==> src/ttmc_pkg.sv <==
// Purpose: shared constants and types for the tape transport mode controller
// Assumes: 25 MHz system clock
// Notes: register offsets are byte addresses on classic wishbone
package ttmc_pkg;

  // clock and timing
  localparam int CLK_HZ = 25_000_000;
  localparam int BRAKE_TIME_MS = 4000;
  localparam int BRAKE_CYCLES = (CLK_HZ / 1000) * BRAKE_TIME_MS;
  localparam int DEBOUNCE_TIME_US = 5000;
  localparam int DEBOUNCE_CYCLES = (CLK_HZ / 1_000_000) * DEBOUNCE_TIME_US;

  // register offsets
  localparam logic [7:0] ADDR_CTRL = 8'h00;
  localparam logic [7:0] ADDR_STATUS = 8'h04;
  localparam logic [7:0] ADDR_BUTTONS = 8'h08;

  // control register fields
  localparam int CTRL_SPEED_LSB = 0;
  localparam int CTRL_SPEED_W = 3;
  localparam int CTRL_REMOTE_BIT = 4;
  localparam int CTRL_REMOTE_OVR_BIT = 5;
  localparam logic [31:0] CTRL_RESET = 32'h0000_0000;

  // speed selection: six speeds, codes 0 (fastest) to 5
  localparam int NUM_SPEEDS = 6;
  localparam logic [2:0] SPEED_MAX = 3'h5;

  // button indices
  localparam int NUM_BTN = 5;
  localparam int BTN_STOP = 4;
  localparam int BTN_DRIVE = 3;
  localparam int BTN_RECORD = 2;
  localparam int BTN_FWD = 1;
  localparam int BTN_REV = 0;

  // unmapped read value
  localparam logic [31:0] READ_ZERO = 32'h0000_0000;

  typedef enum logic [2:0] {
    MODE_STOP,
    MODE_BRAKE,
    MODE_DRIVE,
    MODE_RECORD,
    MODE_FORWARD,
    MODE_REWIND,
    MODE_SEARCH
  } ttmc_mode_e;

  typedef struct packed {
    logic stop_btn;
    logic drive_btn;
    logic record_btn;
    logic fast_forward_button;
    logic fast_reverse_button;
  } ttmc_buttons_s;

  typedef struct packed {
    logic lifters_extend;
    logic pinch_engage;
    logic brakes_apply;
    logic holdback_on;
    logic takeup_full;
    logic takeup_low;
    logic supply_full;
    logic supply_low;
    logic record_enable;
    logic reproduce_enable;
    logic capstan_run;
  } ttmc_actuators_s;

  typedef struct packed {
    logic stop;
    logic drive;
    logic record;
    logic forward;
    logic rewind;
    logic search;
  } ttmc_lamps_s;

endpackage : ttmc_pkg

==> src/ttmc_sync.sv <==
// Purpose: two-flop synchroniser plus debounce filter for one input
// Assumes: input is asynchronous to clk
// Notes: output changes only after the input is stable for the count
`timescale 1ns/1ps
module ttmc_sync #(
  parameter int DEBOUNCE = 125000
) (
  // clock and reset
  input wire logic i_clk,
  input wire logic i_rst,
  // raw and clean level
  input wire logic i_raw,
  output logic o_clean
);

  localparam int CW = $clog2(DEBOUNCE + 1);

  logic meta_q;
  logic sync_q;
  logic clean_q;
  logic [CW-1:0] cnt_q;
  wire differs = sync_q != clean_q;
  wire done = cnt_q == CW'(DEBOUNCE - 1);

  always_ff @(posedge i_clk) begin
    if (i_rst) begin
      meta_q <= 1'b0;
      sync_q <= 1'b0;
    end else begin
      meta_q <= i_raw;
      sync_q <= meta_q;
    end
  end

  always_ff @(posedge i_clk) begin
    if (i_rst) begin
      clean_q <= 1'b0;
      cnt_q <= '0;
    end else if (!differs) begin
      cnt_q <= '0;
    end else if (done) begin
      clean_q <= sync_q;
      cnt_q <= '0;
    end else begin
      cnt_q <= cnt_q + CW'(1);
    end
  end

  assign o_clean = clean_q;

endmodule : ttmc_sync

==> src/ttmc_top.sv <==
// Purpose: mode controller for a tape transport
// Assumes: 25 MHz I_MCLK, synchronous active-high I_RESET
// Notes: wishbone classic slave holds speed and local/remote select
//
// Overview of operation
// reset (power on) enters stop with no button pressed
// end-of-tape sensor active forces stop from any mode
// stop: lifters out, capstan runs, pinch off, brakes on, holdback off
// stop button selects stop from any mode
// each mode except brake lights its lamp; stop lamp off in other modes
// drive: capstan, pinch on, lifters in, holdback on, take-up only
// brakes released in drive; drive press from stop releases them, from forward or rewind only after braking
// drive from forward or rewind brakes reels four seconds first
// record enables record and reproduce, actuators as in drive
// record button ignored unless already in drive
// operator presses drive then record to record from stop
// forward: lifters out, pinch off, take-up full, supply low
// fast forward button selects forward mode
// fast reverse button selects rewind from any mode except search
// rewind is forward with torque roles swapped
// fast held then drive held in fast mode enters search, lifters off
// search: fast released with drive held goes to drive
// search: drive released with fast held returns to fast mode
// remote buttons act as local ones; no remote power control
// six speeds supported in every mode; capstan follows selection
// local/remote selector picks button source unless the control register override bit is set
// inputs synchronised and debounced; brake delay timed by counter
//
// Chosen here: the address map and register access over Wishbone.
`timescale 1ns/1ps
module ttmc_top
  import ttmc_pkg::*;
#(
  parameter int BRAKE_CNT = ttmc_pkg::BRAKE_CYCLES,
  parameter int DEBOUNCE = ttmc_pkg::DEBOUNCE_CYCLES
) (
  // clock and reset
  input wire logic I_MCLK,
  input wire logic I_RESET,
  // wishbone classic slave
  input wire logic i_CYC,
  input wire logic i_STB,
  input wire logic i_WE,
  input wire logic [7:0] i_ADR,
  input wire logic [3:0] i_SEL,
  input wire logic [31:0] i_DAT,
  output logic [31:0] o_DAT,
  output logic o_ACK,
  // button panels and sensors
  input wire ttmc_pkg::ttmc_buttons_s i_LOCAL_BTN,
  input wire ttmc_pkg::ttmc_buttons_s i_REMOTE_BTN,
  input wire logic i_REMOTE_SELECT_POSITION,
  input wire logic i_END_OF_TAPE,
  // transport and lamps
  output ttmc_pkg::ttmc_actuators_s o_ACT,
  output ttmc_pkg::ttmc_lamps_s o_LAMPS,
  output logic [2:0] o_CAPSTAN_SPEED
);

  import ttmc_pkg::*;

  localparam int BCW = $clog2(BRAKE_CNT + 1);
  localparam int NIN = 2 * NUM_BTN + 2;

  // synchronised inputs
  logic [NIN-1:0] raw_in;
  logic [NIN-1:0] clean_in;
  assign raw_in = {i_END_OF_TAPE, i_REMOTE_SELECT_POSITION,
                   i_REMOTE_BTN, i_LOCAL_BTN};

  genvar g;
  generate
    for (g = 0; g < NIN; g++) begin : g_sync
      ttmc_sync #(.DEBOUNCE(DEBOUNCE)) u_sync (
        .i_clk(I_MCLK),
        .i_rst(I_RESET),
        .i_raw(raw_in[g]),
        .o_clean(clean_in[g])
      );
    end
  endgenerate

  wire [NUM_BTN-1:0] loc_btn = clean_in[NUM_BTN-1:0];
  wire [NUM_BTN-1:0] rem_btn = clean_in[2*NUM_BTN-1:NUM_BTN];
  wire sw_remote = clean_in[2*NUM_BTN];
  wire eot = clean_in[2*NUM_BTN+1];

  // registers
  logic [31:0] ctrl_q;
  logic ack_q;
  logic [31:0] rdat_q;

  wire wb_req = i_CYC && i_STB && !ack_q;
  wire wb_wr = i_CYC && i_STB && i_WE && ack_q;
  wire hit_ctrl = i_ADR == ADDR_CTRL;
  wire hit_status = i_ADR == ADDR_STATUS;
  wire hit_btn = i_ADR == ADDR_BUTTONS;
  wire remote_ovr = ctrl_q[CTRL_REMOTE_OVR_BIT];
  wire remote_en = remote_ovr ? ctrl_q[CTRL_REMOTE_BIT] : sw_remote;
  wire [2:0] speed_raw = ctrl_q[CTRL_SPEED_LSB +: CTRL_SPEED_W];
  wire [2:0] speed_sel = (speed_raw > SPEED_MAX) ? SPEED_MAX : speed_raw;

  // button source; remote panel has identical buttons, no power control
  wire [NUM_BTN-1:0] btn = remote_en ? rem_btn : loc_btn;

  logic [NUM_BTN-1:0] btn_prev_q;
  wire [NUM_BTN-1:0] press = btn & ~btn_prev_q;

  wire p_stop = press[BTN_STOP];
  wire p_drive = press[BTN_DRIVE];
  wire p_record = press[BTN_RECORD];
  wire p_fwd = press[BTN_FWD];
  wire p_rev = press[BTN_REV];
  wire h_drive = btn[BTN_DRIVE];
  wire h_fwd = btn[BTN_FWD];
  wire h_rev = btn[BTN_REV];

  // mode machine
  ttmc_mode_e mode_q;
  ttmc_mode_e mode_d;
  logic search_fwd_q;
  logic search_fwd_d;
  logic [BCW-1:0] brake_cnt_q;
  wire brake_done = brake_cnt_q == BCW'(BRAKE_CNT - 1);
  wire fast_mode = mode_q == MODE_FORWARD || mode_q == MODE_REWIND;

  always_comb begin
    mode_d = mode_q;
    search_fwd_d = search_fwd_q;
    case (mode_q)
      MODE_STOP: begin
        if (p_drive) begin
          mode_d = MODE_DRIVE;
        end else if (p_fwd) begin
          mode_d = MODE_FORWARD;
        end else if (p_rev) begin
          mode_d = MODE_REWIND;
        end
      end
      MODE_BRAKE: begin
        if (p_fwd) begin
          mode_d = MODE_FORWARD;
        end else if (p_rev) begin
          mode_d = MODE_REWIND;
        end else if (brake_done) begin
          mode_d = MODE_DRIVE;
        end
      end
      MODE_DRIVE: begin
        if (p_record) begin
          mode_d = MODE_RECORD;
        end else if (p_fwd) begin
          mode_d = MODE_FORWARD;
        end else if (p_rev) begin
          mode_d = MODE_REWIND;
        end
      end
      MODE_RECORD: begin
        if (p_fwd) begin
          mode_d = MODE_FORWARD;
        end else if (p_rev) begin
          mode_d = MODE_REWIND;
        end
      end
      MODE_FORWARD, MODE_REWIND: begin
        if ((h_fwd && mode_q == MODE_FORWARD ||
             h_rev && mode_q == MODE_REWIND) && p_drive) begin
          mode_d = MODE_SEARCH;
          search_fwd_d = mode_q == MODE_FORWARD;
        end else if (p_drive) begin
          mode_d = MODE_BRAKE;
        end else if (p_fwd) begin
          mode_d = MODE_FORWARD;
        end else if (p_rev) begin
          mode_d = MODE_REWIND;
        end
      end
      MODE_SEARCH: begin
        if (!(search_fwd_q ? h_fwd : h_rev)) begin
          mode_d = h_drive ? MODE_DRIVE : MODE_STOP;
        end else if (!h_drive) begin
          mode_d = search_fwd_q ? MODE_FORWARD : MODE_REWIND;
        end
      end
      default: begin
        mode_d = MODE_STOP;
      end
    endcase
    if (p_stop || eot) begin
      mode_d = MODE_STOP;
    end
  end

  always_ff @(posedge I_MCLK) begin
    if (I_RESET) begin
      mode_q <= MODE_STOP;
      search_fwd_q <= 1'b0;
      btn_prev_q <= '0;
    end else begin
      mode_q <= mode_d;
      search_fwd_q <= search_fwd_d;
      btn_prev_q <= btn;
    end
  end

  always_ff @(posedge I_MCLK) begin
    if (I_RESET || mode_q != MODE_BRAKE) begin
      brake_cnt_q <= '0;
    end else if (!brake_done) begin
      brake_cnt_q <= brake_cnt_q + BCW'(1);
    end
  end

  // actuator decode
  ttmc_actuators_s act_d;
  ttmc_lamps_s lamp_d;
  wire m_drive = mode_d == MODE_DRIVE || mode_d == MODE_RECORD;
  wire m_fwd = mode_d == MODE_FORWARD ||
               (mode_d == MODE_SEARCH && search_fwd_d);
  wire m_rew = mode_d == MODE_REWIND ||
               (mode_d == MODE_SEARCH && !search_fwd_d);
  wire m_brk = mode_d == MODE_STOP || mode_d == MODE_BRAKE;

  assign act_d.lifters_extend = m_brk || mode_d == MODE_FORWARD ||
                                mode_d == MODE_REWIND;
  assign act_d.pinch_engage = m_drive;
  assign act_d.brakes_apply = m_brk;
  assign act_d.holdback_on = m_drive;
  assign act_d.takeup_full = m_fwd;
  assign act_d.takeup_low = m_drive || m_rew;
  assign act_d.supply_full = m_rew;
  assign act_d.supply_low = m_fwd;
  assign act_d.record_enable = mode_d == MODE_RECORD;
  assign act_d.reproduce_enable = 1'b1;
  assign act_d.capstan_run = 1'b1;

  assign lamp_d.stop = mode_d == MODE_STOP;
  assign lamp_d.drive = mode_d == MODE_DRIVE;
  assign lamp_d.record = mode_d == MODE_RECORD;
  assign lamp_d.forward = mode_d == MODE_FORWARD;
  assign lamp_d.rewind = mode_d == MODE_REWIND;
  assign lamp_d.search = mode_d == MODE_SEARCH;

  always_ff @(posedge I_MCLK) begin
    if (I_RESET) begin
      o_ACT <= '0;
      o_LAMPS <= '0;
      o_CAPSTAN_SPEED <= '0;
    end else begin
      o_ACT <= act_d;
      o_LAMPS <= lamp_d;
      o_CAPSTAN_SPEED <= speed_sel;
    end
  end

  // wishbone slave
  wire [31:0] status_word = {13'h0000, remote_en, eot,
                             o_LAMPS, 4'h0, speed_sel, 1'b0,
                             mode_q};
  wire [31:0] btn_word = {22'h00_0000, rem_btn, loc_btn};
  wire [31:0] rd_mux = hit_ctrl ? ctrl_q :
                       hit_status ? status_word :
                       hit_btn ? btn_word : READ_ZERO;

  genvar b;
  generate
    for (b = 0; b < 4; b++) begin : g_lane
      always_ff @(posedge I_MCLK) begin
        if (I_RESET) begin
          ctrl_q[8*b +: 8] <= CTRL_RESET[8*b +: 8];
        end else if (wb_wr && hit_ctrl && i_SEL[b]) begin
          ctrl_q[8*b +: 8] <= i_DAT[8*b +: 8];
        end
      end
    end
  endgenerate

  always_ff @(posedge I_MCLK) begin
    if (I_RESET) begin
      ack_q <= 1'b0;
      rdat_q <= '0;
    end else begin
      ack_q <= wb_req;
      rdat_q <= wb_req ? rd_mux : READ_ZERO;
    end
  end

  assign o_ACK = ack_q;
  assign o_DAT = rdat_q;

endmodule : ttmc_top

==> config.mk <==
export PLATFORM = sky130hd
export DESIGN_NAME = ttmc_top
export DESIGN_NICKNAME = d
export VERILOG_FILES = /design/src/ttmc_pkg.sv /design/src/ttmc_sync.sv /design/src/ttmc_top.sv
export SDC_FILE = /design/constraint.sdc
export NUM_CORES = 1
export LEC_CHECK = 0
export ABC_AREA = 1
export BUFFER_PORTS_ARGS = -buffer_cell sky130_fd_sc_hd__buf_2
export CAP_MARGIN = 20
export CORE_MARGIN = 4
export CORE_UTILIZATION = 50
export CTS_CLUSTER_SIZE = 24
export DETAILED_ROUTE_END_ITERATION = 10
export GPL_ROUTABILITY_DRIVEN = 0
export GPL_TIMING_DRIVEN = 0
export PLACE_DENSITY = 0.8
export SYNTH_ARGS = -nofsm -noshare
export SYNTH_HDL_FRONTEND = slang
export SYNTH_HIERARCHICAL = 1
export SYNTH_SLANG_ARGS = --single-unit
==> constraint.sdc <==
create_clock -name I_MCLK -period 1.85 [get_ports I_MCLK]
set_input_delay 0.555 -clock I_MCLK [delete_from_list [all_inputs] [get_ports I_MCLK]]
set_output_delay 0.555 -clock I_MCLK [all_outputs]
set_load 0.005 [all_outputs]
Word-level counts from Yosys, hierarchy flattened
Cells that the tools add are included.
{ "totals": {"input_bits": 61, "output_inout_bits": 53, "wordCells": 222, "reg_bits": 358} }
{ "op_classes": {"eq_ne": 40, "addsub": 13, "n_reduce_logical": 55, "mux": 25, "bitwise": 15, "order_cmp": 1} }
{ "op_table": {"columns": ["op", "count"], "rows": [
  ["17-bit by 1-bit adder with 17-bit output, second input constant", 12],
  ["17-bit == test, second input constant", 12],
  ["3-bit two-way mux", 13],
  ["3-bit OR reduction", 12],
  ["32-bit two-way mux", 1],
  ["27-bit by 1-bit adder with 27-bit output, second input constant", 1],
  ["27-bit == test, second input constant", 1],
  ["2-bit AND reduction", 12],
  ["19-bit two-way mux", 1],
  ["3-bit == test, second input constant", 6],
  ["3-bit one-hot mux with 6 select lines", 1],
  ["1-bit logical AND", 14],
  ["1-bit NOT", 13],
  ["3-bit by 2-bit == test with 1-bit output, second input constant", 4],
  ["1-bit inequality test", 12],
  ["1-bit logical OR", 10],
  ["10-bit two-way mux", 1],
  ["8-bit by 3-bit == test with 1-bit output, second input constant", 1],
  ["8-bit by 4-bit == test with 1-bit output, second input constant", 1],
  ["8-bit zero test", 1],
  ["3-bit by 1-bit == test with 1-bit output, second input constant", 2],
  ["3-bit zero test", 2],
  ["5-bit bitwise AND", 1],
  ["1-bit two-way mux", 5],
  ["7 further kinds", 10]
]} }

Logic depth before layout (Yosys ltp)
Gate-level depths: netlist of the first run.
{ "logic_depth": {"word_depth": 13, "depth_mapped": 15, "mapped_depth_nobuf": 15} }

Modules after synthesis
Netlist of the first run, hierarchy kept.
{ "modules_own_cells": {"columns": ["module", "cells_each", "seq_area_each_um2", "area_each_um2", "instances"], "rows": [
  ["ttmc_sync", 158, 400.4, 1028.5, 12],
  ["ttmc_top", 651, 2342.2, 4834.6, 1]
]} }

Worst setup path before layout of the first run
Ideal clock, no wire load.
{ "synth_path": {"path_type": "input-to-reg", "from": "input port i_ADR[1]", "to": "register ctrl_q[5]", "stages": 6, "setup_ps": 122, "path_buffers": 1, "t_arrival_ps": 1824, "t_required_ps": 1728, "slack_ps": -96, "path_cell_list": "or2_2 -> nor4_4 -> nand3_1 -> buf_2 -> o21ai_0 -> a21oi_1"} }
{ "synth_between": {"elab_chain_cells": 3} }
{ "synth_rtl": {"columns": ["item", "line_no", "source"], "rows": [
  ["from (decl)", "ttmc_top.sv:44", "input wire logic [7:0] i_ADR,"],
  ["8-bit zero test", "ttmc_top.sv:95", "wire hit_ctrl = i_ADR == ADDR_CTRL;"],
  ["1-bit logical AND (2 in a row)", "ttmc_top.sv:271", "end else if (wb_wr && hit_ctrl && i_SEL[b]) begin"],
  ["to (signal, indexed assignment)", "ttmc_top.sv:270", "ctrl_q[8*b +: 8] <= CTRL_RESET[8*b +: 8];"],
  ["to (signal, indexed assignment)", "ttmc_top.sv:272", "ctrl_q[8*b +: 8] <= i_DAT[8*b +: 8];"],
  ["to (decl)", "ttmc_top.sv:89", "logic [31:0] ctrl_q;"]
]} }
Every way passes these cells.
A chain may end at the register's enable or synchronous reset.

Worst setup path in the final report of the first run
{ "layout_path": {"from": "register ctrl_q[5]", "to": "register o_ACT[5] in the netlist's numbering"} }
{ "layout_between": {"elab_chain_cells": 13, "elab_cells_between_ends": 33, "classes_between": "4 x eq/ne; 18 x mux; 1 x bitwise; 10 x reduce/logical"} }
{ "layout_rtl": {"columns": ["item", "line_no", "source"], "rows": [
  ["1-bit two-way mux *", "ttmc_top.sv:99", "wire remote_en = remote_ovr ? ctrl_q[CTRL_REMOTE_BIT] : sw_remote;"],
  ["5-bit two-way mux *", "ttmc_top.sv:104", "wire [NUM_BTN-1:0] btn = remote_en ? rem_btn : loc_btn;"],
  ["5-bit bitwise AND", "ttmc_top.sv:107", "wire [NUM_BTN-1:0] press = btn & ~btn_prev_q;"],
  ["3-bit two-way mux", null, null],
  ["3-bit two-way mux", "ttmc_top.sv:134", "end else if (p_fwd) begin"],
  ["3-bit two-way mux", "ttmc_top.sv:170", "end else if (p_drive) begin"],
  ["3-bit two-way mux", "ttmc_top.sv:166", "if ((h_fwd && mode_q == MODE_FORWARD ||"],
  ["3-bit one-hot mux with 6 select lines", "ttmc_top.sv:130", "case (mode_q)"],
  ["3-bit two-way mux", "ttmc_top.sv:189", "if (p_stop || eot) begin"],
  ["3-bit == test", "ttmc_top.sv:221", "(mode_d == MODE_SEARCH && !search_fwd_d);"],
  ["1-bit logical AND", "ttmc_top.sv:221", null],
  ["1-bit logical OR", "ttmc_top.sv:220", "wire m_rew = mode_d == MODE_REWIND ||"],
  ["1-bit logical OR *", "ttmc_top.sv:230", "assign act_d.takeup_low = m_drive || m_rew;"],
  ["to (signal assigned)", "ttmc_top.sv:250", "o_ACT <= act_d;"],
  ["to (decl)", "ttmc_top.sv:55", "output ttmc_pkg::ttmc_actuators_s o_ACT,"]
]} }
Mark *: on every way between the ends. The rest lies on a longest branch, timed or not.

==> flow_metrics.py, run 1 <==
metrics = {
    "timing": {
        "skew_ps": 23.2,
        "worstMarginPinSlew_ps": 639,
        "layout_setup_ws_ps": -72.5,
        "hold_violations": 0,
        "maxSlewViolCount": 0,
        "min_period_over_period_pct": 104,
        "whs_ps": 221,
        "fin_setup_tns_ps": -105,
        "relSlewSlack_pct": 57.2,
        "clock.fmax_ghz": 0.520,
        "setup_viol": 3,
        "rsz0062_at_grt": "yes",
        "min_period_ps": 1920,
    },
    "cts": {
        "cts_tree": "done",
        "cts-htree-levels": 2,
        "clock_sinks": 357,
        "cts_buffers": 39,
        "root_buffer": "clkbuf_16",
        "clkTransAtPathRegs_ps": 70,
        "clk-insertion-delay-late_ps": 540,
        "clk_path_buf_depth": 3,
    },
    "setup_path": {
        "crit_fanout": 6,
        "critPathTopFamily": "simple AND/OR/NAND/NOR gates",
        "cp_data_required_time_ps": 2260,
        "slowest_stage": "dfxtp_4",
        "crit_top_cell": "nand2_8",
        "crit_chain": "inv_6, nand2_8, nand2_8, nand2_4, nand3b_1, buf_4, nand4_1, nand2_1, inv_2, nand3_4, buf_6, nand3_2, nand3_1",
        "cp-end-kind": "register",
        "cp.arrival_ps": 2340,
        "slowest_delay_ps": 390,
        "path_buf_inv": 4,
        "cp-start-kind": "register",
        "crit_type": "register to register",
    },
    "grt": {
        "antenna_found_initial": 0,
        "grt_usage_pct": 20.3,
        "grtUsageMet2_pct": 36.5,
        "use_met3_pct": 2.94,
        "grt_overflow": 0,
        "grt_use_met1_pct": 24.8,
        "busiest_layer": "met2",
        "grt_pass1_vias": 15100,
        "grt_pass1_wl_mm": 67.1,
        "grt_max_degree": 58,
    },
    "detailed_routing": {
        "firstDrtPassIters": 5,
        "postRouteAntennaNets": 0,
        "drc": 0,
        "drt_iter0_drc": 932,
        "avgViaCountPerCell": 5.00,
        "route.vias.total": 16000,
        "wl_per_cell_um": 12.6,
        "wl_mm": 40.2,
    },
    "run_status": {
        "violations": "negative setup slack",
        "status": "complete, but fails checks",
    },
    "logic_synthesis": {
        "avgSynthCellArea_um2": 6.74,
        "netlist_area_um2": 17200,
        "ys_ff_latch": 357,
        "synth_nets": 2633,
        "synth_warnings": 6,
        "netlist-cell-type-count": 36,
        "yosysSeqAreaShare_pct": 41.6,
        "syn_inst": 2547,
    },
    "finish": {
        "diodes": 0,
        "n_fill_cell": 2999,
        "num-nets-final": 2802,
        "final_cell_mix": "nand2_1 (595), nor2_1 (505), inv_1 (402)",
        "regArea_um2": 7170,
        "syn_to_final_growth_pct": 16.7,
        "multi_input_area_um2": 8490,
        "utilization_pct": 59.5,
        "final_common_cell": "nand2_1",
        "drive_gt1_share_pct": 11.5,
    },
    "floorplan": {
        "core_um2": 33700,
        "die_h_um": 193,
        "dieArea_um2": 37400,
        "start_util_pct": 51.0,
        "fp.dieW_um": 193,
        "io-pin-count": 114,
        "rows": 67,
    },
    "power": {
        "p_leak_nw": 8.24,
        "ir_worst_vdd_uv": 578,
        "power_mw": 16.2,
        "p_per_area_nw_per_um2": 806,
    },
    "min_path": {
        "hold_path.class": "primary input to register",
    },
    "run": {
        "drv_cap": 0,
    },
    "place": {
        "io_buffers": 113,
        "dpl.hpwl_mm": 28.8,
    },
}
[synthesized netlist by cell type (all sizes together)]
cell    count  area [µm²]
nor4        4        46.3
nand3b     16         120
o21ai      74         370
nor3b       1        7.51
o21bai     12        90.1
ha         25         313
a221oi      6        52.6
nor2      513        1930
o22ai       4        25.0
inv       411        1540
or2        21         131
a21oi     146         734
xnor2      39         342
nand2     631        2520
a31oi       3        18.8
clkbuf      9        33.8
nor3       23         120
buf        23         199
xor2       64         561
or3         2        12.5
dfxtp     357        7150
a211oi      1        7.51
nand4      34         213
nand3     128         646
[worst paths after layout]
| kind | slack (ps) | start | depth (start not counted) | endpoint |
|---|---|---|---|---|
| worst max-delay path | -70 | ctrl_q[5]$_SDFFE_PP0P_ | 13 | o_ACT[5]$_SDFF_PP0_ |
| worst max register to register | -70 | ctrl_q[5]$_SDFFE_PP0P_ | 13 | o_ACT[5]$_SDFF_PP0_ |
| worst min-delay path | 220 | i_LOCAL_BTN[2] | 3 | g_sync[2].u_sync/meta_q$_SDFF_PP0_ |
| worst min register to register | 400 | g_sync[3].u_sync/meta_q$_SDFF_PP0_ | 2 | g_sync[3].u_sync/sync_q$_SDFF_PP0_ |
[per-layer routing]
layer / up-vias / part of all wire [%]
met4: 0 / 3.4
li1: 8171 / -
met2: 404 / 49
met5: - / 0
met1: 7284 / 43
met3: 102 / 4.4
[registers in the layout (all words and copies together), names as in the netlist, 6 cells and up]
| name | count |
|---|---|
| g_sync.u_sync/meta_q | 12 |
| o_DAT | 32 |
| ctrl_q | 32 |
| brake_cnt_q | 27 |
| g_sync.u_sync/cnt_q | 204 |
| g_sync.u_sync/sync_q | 12 |
| g_sync.u_sync/o_clean | 12 |
| o_ACT | 7 |
| o_LAMPS | 6 |
[timing repair]
item | in CTS | in global routing
setup endpoints to repair | 112 | 41
hold buffers | 0 | 0
setup buffers | 9 | 7
pin swaps | 7 | 20
cloned | 0 | 0
resized for setup | 26 | 50
[final cells by class]
cell class	instances	share of cell area, %
buffer	31	1.28
clock buffer	47	5.22
clock inverter	21	1.35
inverter	411	7.72
multi-input combinational	1747	42.3
sequential	357	35.8
tap	448	2.80
timing repair buffer	129	3.53
[worst reg2reg max path, cell delays in order, from the launching register on]
cell and delay [ps]:
dfxtp_4 390, inv_6 50, nand2_8 100, nand2_8 80
nand2_4 80, nand3b_1 180, buf_4 210, nand4_1 110
nand2_1 80, inv_2 70, nand3_4 120, buf_6 150
nand3_2 90, nand3_1 100
[cells by family (layout without fill, tap and decap cells)]
family          count (synthesis)  after routing  synth area share [%]
compound gates                246            246                  7.56
xor+xnor                      103            103                  5.25
fa+ha+maj                      25             25                  1.82
buf+inv                       443            639                  10.3
flops                         357            357                  41.6
simple gates                 1373           1373                  33.4
[power by group]
part	switching, mW	internal (mW)
combinational	0.255	0.159
clock	3.21	4.77
sequential	0.0393	7.73
total	3.50	12.7
[metrics by stage]
step	instance area (µm²)	worst slack (ps)	cells
floorplan	17200	-75.6	2547
global placement	18400	-1040	3108
detailed placement	18400	-1110	3108
CTS	19800	-0.774	3184
global route	20100	-184	3191
finish	20100	-72.5	3191
Note: power is estimated with default switching activity, not from simulation.
==> inputs of run 2 (changes only) <==
Settings changed: PLACE_DENSITY 0.8 to 0.78.
Clock period 1.85 ns to 2.15 ns, I/O delays scaled along.
==> run 2 against run 1 <==
The run now ends clean. Worst hold slack better by 100 ps. Sequential share of layout area grew 0.57 points. Cell count fell by 0.31%. Critical path depth fell by 5. Wire length shrank 3.2%. Non-clock buffer count shrank 11. Combinational power down 23%. Sequential power fell by 14%. Largest cell class unchanged. Largest power group is now sequential cells. Highest routed layer unchanged.
==> flow_metrics.py, run 2 (synthesis results as in run 1) <==
metrics = {
    "finish": {
        "regArea_um2": 7150,
        "largest_register": "g_sync.u_sync/cnt_q",
        "final_common_cell": "nand2_1",
        "syn_to_final_growth_pct": 14.6,
        "fin_area_um2": 19700,
        "final_cell_mix": "nand2_1 (598), nor2_1 (511), inv_1 (409)",
        "largest_register_ffs": 204,
        "utilization_pct": 58.4,
        "n_fill_cell": 3116,
        "diodes": 0,
        "multi_input_area_um2": 8300,
        "num-nets-final": 2791,
        "drive_gt1_share_pct": 9.62,
    },
    "detailed_routing": {
        "avgViaCountPerCell": 4.92,
        "postRouteAntennaNets": 0,
        "drt_iter0_drc": 931,
        "wl_per_cell_um": 12.2,
        "firstDrtPassIters": 6,
        "wl_mm": 38.9,
        "drc": 0,
        "route.vias.total": 15700,
    },
    "grt": {
        "grt_usage_pct": 20.4,
        "grt_pass1_wl_mm": 67.1,
        "grt_max_degree": 58,
        "antenna_found_initial": 0,
        "grt_pass1_vias": 14900,
        "grt_overflow": 0,
    },
    "setup_path": {
        "slowest_stage": "a221oi_1",
        "crit_chain": "buf_2, or2_2, nor4_4, buf_4, buf_4, buf_2, a21oi_1, a221oi_1",
        "crit_type": "primary input to register",
        "cp-start-kind": "primary input",
        "slowest_delay_ps": 450,
        "critPathTopFamily": "simple AND/OR/NAND/NOR gates",
        "cp-end-kind": "register",
        "crit_fanout": 10,
        "cp.arrival_ps": 2400,
        "path_buf_inv": 4,
        "cp_data_required_time_ps": 2520,
    },
    "run": {
        "drv_cap": 0,
    },
    "place": {
        "io_buffers": 113,
        "dpl.hpwl_mm": 28.8,
        "dpl_cell_area_um2": 18300,
    },
    "floorplan": {
        "fp.dieW_um": 193,
        "start_util_pct": 51.0,
        "io-pin-count": 114,
        "core_um2": 33700,
        "dieArea_um2": 37400,
        "die_h_um": 193,
        "rows": 67,
    },
    "power": {
        "p_per_area_nw_per_um2": 694,
        "p_leak_nw": 8.08,
        "power_mw": 13.7,
        "ir_worst_vdd_uv": 605,
    },
    "cts": {
        "cts_buffers": 39,
        "clock_sinks": 357,
        "holdBufCountCts": 0,
        "clkTransAtPathRegs_ps": 60,
        "cts_tree": "done",
        "root_buffer": "clkbuf_16",
        "cts-htree-levels": 2,
        "clk_path_buf_depth": 3,
        "clk-insertion-delay-late_ps": 530,
    },
    "run_status": {
        "status": "finished, final reports clean",
    },
    "timing": {
        "clock.fmax_ghz": 0.493,
        "hold_violations": 0,
        "setup_viol": 0,
        "maxSlewViolCount": 0,
        "min_period_over_period_pct": 94.3,
        "whs_ps": 324,
        "min_period_ps": 2030,
        "relSlewSlack_pct": 59.9,
        "fin_setup_tns_ps": 0,
        "skew_ps": 20.9,
        "worstMarginPinSlew_ps": 599,
    },
    "min_path": {
        "hold_path.class": "primary input to register",
    },
}
## run 2: cell types whose count changed in the layout (fill, tap and decap cells not counted), moves of 5 or more
cell,delta
inv_2,-6
buf_4,-9
dfxtp_1,+5
nor2_1,+6
o21ai_1,-9
nor3_1,+5
inv_1,+7
nand3_1,+13
nand3_2,-10
nor3_2,-5
o21ai_0,+9
buf_6,-5
clkbuf_8,+5
dfxtp_4,-5
## run 2: area by class of cell
class,count,share of cell area [%]
Clock buffer,55,5.72
Buffer,31,1.17
Sequential cell,357,36.3
Inverter,411,7.84
Tap cell,448,2.85
Multi-Input combinational cell,1747,42.2
Timing Repair Buffer,118,3.10
Clock inverter,14,0.807
## run 2: layer usage
metal  share of wire [%]  up-vias  track usage, %
met4                 2.6        0            5.85
li1                    -     8161               -
met3                 4.9       85            3.30
met2                  48      352            36.3
met1                  44     7061            25.5
met5                   0        -               0
## run 2: metrics by stage
stage / cells / setup WS (ps)
after CTS: 3179 / 18.3
after global placement: 3108 / -1050
after detailed placement: 3108 / -1070
after floorplan: 2547 / 114
after global routing: 3181 / -7.20
final: 3181 / 123
## run 2: final timing paths
kind                                           start                                 end  slack, ps  cells after the start
setup / recovery                            i_ADR[1]                 o_DAT[1]$_SDFF_PP0_        120                      8
hold / removal                        i_LOCAL_BTN[1]  g_sync[1].u_sync/meta_q$_SDFF_PP0_        320                      3
setup reg to reg              ctrl_q[5]$_SDFFE_PP0P_                 o_ACT[5]$_SDFF_PP0_        150                     13
hold reg to reg   g_sync[3].u_sync/meta_q$_SDFF_PP0_  g_sync[3].u_sync/sync_q$_SDFF_PP0_        400                      2
## run 2: worst register-to-register path: stages, from the launching register on
cell	delay, ps
dfxtp_1	380
inv_2	80
nand2_4	100
nand2_4	100
nand2_2	100
nand3b_1	190
buf_4	210
nor2_1	80
nand3_1	70
nand3_1	110
nand3_2	140
inv_1	120
nand3_1	160
nand3_1	120
## run 2: report_power, final
group          total, mW  switching, mW  internal (mW)
sequential          6.68         0.0283           6.65
combinational      0.318          0.202          0.116
clock               6.67           2.65           4.02
## run 2: repair_timing
item,in CTS,in global routing
pin swaps,1,2
buffers inserted,3,2
setup endpoints to repair,80,24
gates resized for setup,4,14
==> inputs of run 3 (changes only) <==
Settings changed: SYNTH_HIERARCHICAL 1 to default.
==> run 3 against run 2 <==
Synthesized cell count is 22% lower. Utilization rose by 0.84 points. Critical path depth decreased by 2. Worst hold slack improved by 12 ps. Total power down 1.0%. Area after synthesis is 12% lower. Via count down 14%. Sequential share of layout area rose by 4.2 points. Cell count fell by 19%.
==> flow_metrics.py, run 3 <==
metrics = {
    "finish": {
        "final_common_cell": "dfxtp_1",
        "largest_register_ffs": 204,
        "utilization_pct": 59.2,
        "final_cell_mix": "dfxtp_1 (355), inv_1 (295), nand2_1 (260)",
        "syn_to_final_growth_pct": 16.2,
        "fin_area_um2": 17700,
        "diodes": 0,
        "num-nets-final": 2219,
        "largest_register": "g_sync.u_sync.cnt_q",
        "drive_gt1_share_pct": 15.5,
    },
    "setup_path": {
        "cp-start-kind": "primary input",
        "slowest_stage": "clkbuf_1",
        "cp_data_required_time_ps": 2600,
        "slowest_delay_ps": 630,
        "regToRegStartpoint": "g_sync[1].u_sync.cnt_q[0]$_SDFF_PP0_",
        "cp.arrival_ps": 2500,
        "reg2reg_to": "g_sync[1].u_sync.cnt_q[14]$_SDFF_PP0_",
        "r2r_setup_slack_ps": 160,
        "crit_chain": "buf_2, clkinv_1, buf_2, clkbuf_1, o21ai_0, a21oi_1",
        "crit_top_cell": "buf_2",
        "cp-end-kind": "register",
        "crit_fanout": 10,
        "crit_type": "primary input to register",
        "rr_worst_depth": 12,
    },
    "cts": {
        "cts_tree": "done",
        "cts-htree-levels": 2,
        "clock_sinks": 357,
        "clk-insertion-delay-late_ps": 520,
        "cts_buffers": 36,
        "clkTransAtPathRegs_ps": 60,
        "clk_path_buf_depth": 3,
        "root_buffer": "clkbuf_16",
        "holdBufCountCts": 0,
    },
    "grt": {
        "grt_pass1_wl_mm": 57.9,
        "grt_max_degree": 17,
        "grt_overflow": 0,
        "antenna_found_initial": 0,
        "grt_pass1_vias": 12800,
        "grt_usage_pct": 20.1,
    },
    "min_path": {
        "hold_path_depth": 3,
        "hold_start": "i_REMOTE_BTN[1]",
        "hold_path.class": "primary input to register",
        "min_delay_worst_endpoint": "g_sync[6].u_sync.meta_q$_SDFF_PP0_",
    },
    "floorplan": {
        "start_util_pct": 51.0,
        "fp.dieW_um": 182,
        "die_h_um": 182,
        "io-pin-count": 114,
        "rows": 63,
        "core_um2": 29800,
        "dieArea_um2": 33200,
    },
    "logic_synthesis": {
        "synth_ff_type": "dfxtp_1",
        "syn_inst": 1986,
        "avgSynthCellArea_um2": 7.65,
        "synth_top_family_by_area": "simple AND/OR/NAND/NOR gates",
        "synth_edf_count": 0,
        "yosysSeqAreaShare_pct": 47.1,
        "synth_top_area_share_pct": 47.1,
        "synthSimpleGateAreaFrac_pct": 29.4,
        "netlist-cell-type-count": 49,
        "netlist_area_um2": 15200,
        "synth-compound-area-share_pct": 11.8,
        "yosys-top-cells-area": "dfxtp_1 (47%), inv_1 (7.3%), nand2_1 (6.5%)",
        "yosys.cell_count.top_type": "dfxtp_1",
        "synthTopCellsByCount": "dfxtp_1 (357), inv_1 (296), nand2_1 (261)",
        "synth_warnings": 0,
        "async_flop_share_pct": 0,
        "synth_area_leader_cell": "dfxtp_1",
        "synth-adder-area-share_pct": 1.07,
        "yosys-mux-area-fraction_pct": 0,
        "synth_nets": 2060,
        "ys_ff_latch": 357,
        "synth_xor_xnor_area_share_pct": 1.90,
    },
    "detailed_routing": {
        "drc": 0,
        "drt_iter0_drc": 929,
        "wl_mm": 34.4,
        "firstDrtPassIters": 5,
        "avgViaCountPerCell": 5.26,
        "route.vias.total": 13500,
        "postRouteAntennaNets": 0,
        "wl_per_cell_um": 13.4,
    },
    "power": {
        "ir_worst_vdd_uv": 801,
        "p_leak_nw": 6.53,
        "p_per_area_nw_per_um2": 766,
    },
    "run_status": {
        "status": "finished, final reports clean",
    },
    "timing": {
        "hold_violations": 0,
        "relSlewSlack_pct": 38.5,
        "clock.fmax_ghz": 0.488,
        "maxSlewViolCount": 0,
        "min_period_over_period_pct": 95.3,
        "fin_setup_tns_ps": 0,
        "min_period_ps": 2050,
        "skew_ps": 15.2,
        "layout_setup_ws_ps": 102,
        "setup_viol": 0,
        "worstMarginPinSlew_ps": 915,
    },
    "place": {
        "dpl_cell_area_um2": 16200,
        "io_buffers": 113,
        "dpl.hpwl_mm": 25.3,
        "pre_cts_ws_ps": -336,
    },
    "run": {
        "drv_cap": 0,
    },
}
==> run 3: repair_timing <==
item,CTS,global route
setup endpoints to repair,0,33
buffers inserted,0,8
gates resized for setup,0,24
==> run 3: critical path, delay by kind of cell <==
kind            cells  cell delay [ps]
buf+inv             4             1440
compound gates      2              410
==> run 3: logic make-up (layout without fill, tap and decap cells) <==
family                     Yosys count  in the layout
DFF                                357            357
AOI/OAI and AO/OA                  336            336
xor gates and xnor gates            33             33
adders and majority gates           13             13
buffers and inverters              345            531
and+or+nand+nor                    902            902
==> run 3: worst max path at each step <==
| stage | startpoint | end | slack [ps] | depth (start not counted) |
|---|---|---|---|---|
| 2_1_floorplan | i_ADR[1] | ctrl_q[13]$_SDFFE_PP0P_ | 220 | 8 |
| 3_5_place_dp | I_RESET | o_ACT[5]$_SDFF_PP0_ | -340 | 6 |
| 3_3_place_gp | I_RESET | ctrl_q[31]$_SDFFE_PP0P_ | -340 | 6 |
| 5_1_grt | g_sync[1].u_sync.cnt_q[0]$_SDFF_PP0_ | g_sync[1].u_sync.cnt_q[14]$_SDFF_PP0_ | -60 | 12 |
| 6_report | I_RESET | ctrl_q[7]$_SDFFE_PP0P_ | 100 | 6 |
| 4_1_cts | brake_cnt_q[0]$_SDFFE_PP0N_ | o_ACT[5]$_SDFF_PP0_ | 5 | 13 |
==> run 3: stage by stage <==
stage	hold WS [ps]	total power, mW	cells
2_1_floorplan	388	7.03	1986
3_3_place_gp	394	7.17	2489
3_5_place_dp	396	7.18	2489
4_1_cts	325	13.6	2554
5_1_grt	325	14.0	2562
6_report	336	13.5	2562
==> run 3: routing by layer <==
layer / routed length [µm] / GRT usage (%) / up-vias
li1: - / - / 6837
met1: 15100 / 25.8 / 6236
met2: 16400 / 34.7 / 329
met3: 1840 / 3.19 / 78
met4: 1050 / 6.48 / 0
met5: 0 / 0 / -
==> run 3: final cells by class <==
type / count / area (µm²)
multi-input cells: 1284 / 6810
inverters: 316 / 1190
plain buffers: 29 / 140
repair buffers: 121 / 626
flip-flops and latches: 357 / 7150
fillers: 2622 / 12100
well taps: 390 / 488
clock inverters: 17 / 195
clock buffers: 48 / 1060
==> run 3: report_power, final <==
group | total, mW | switching, mW | internal, mW
registers | 6.68 | 0.0243 | 6.65
clock network | 6.49 | 2.63 | 3.85
logic | 0.360 | 0.238 | 0.122
total | 13.5 | 2.90 | 10.6
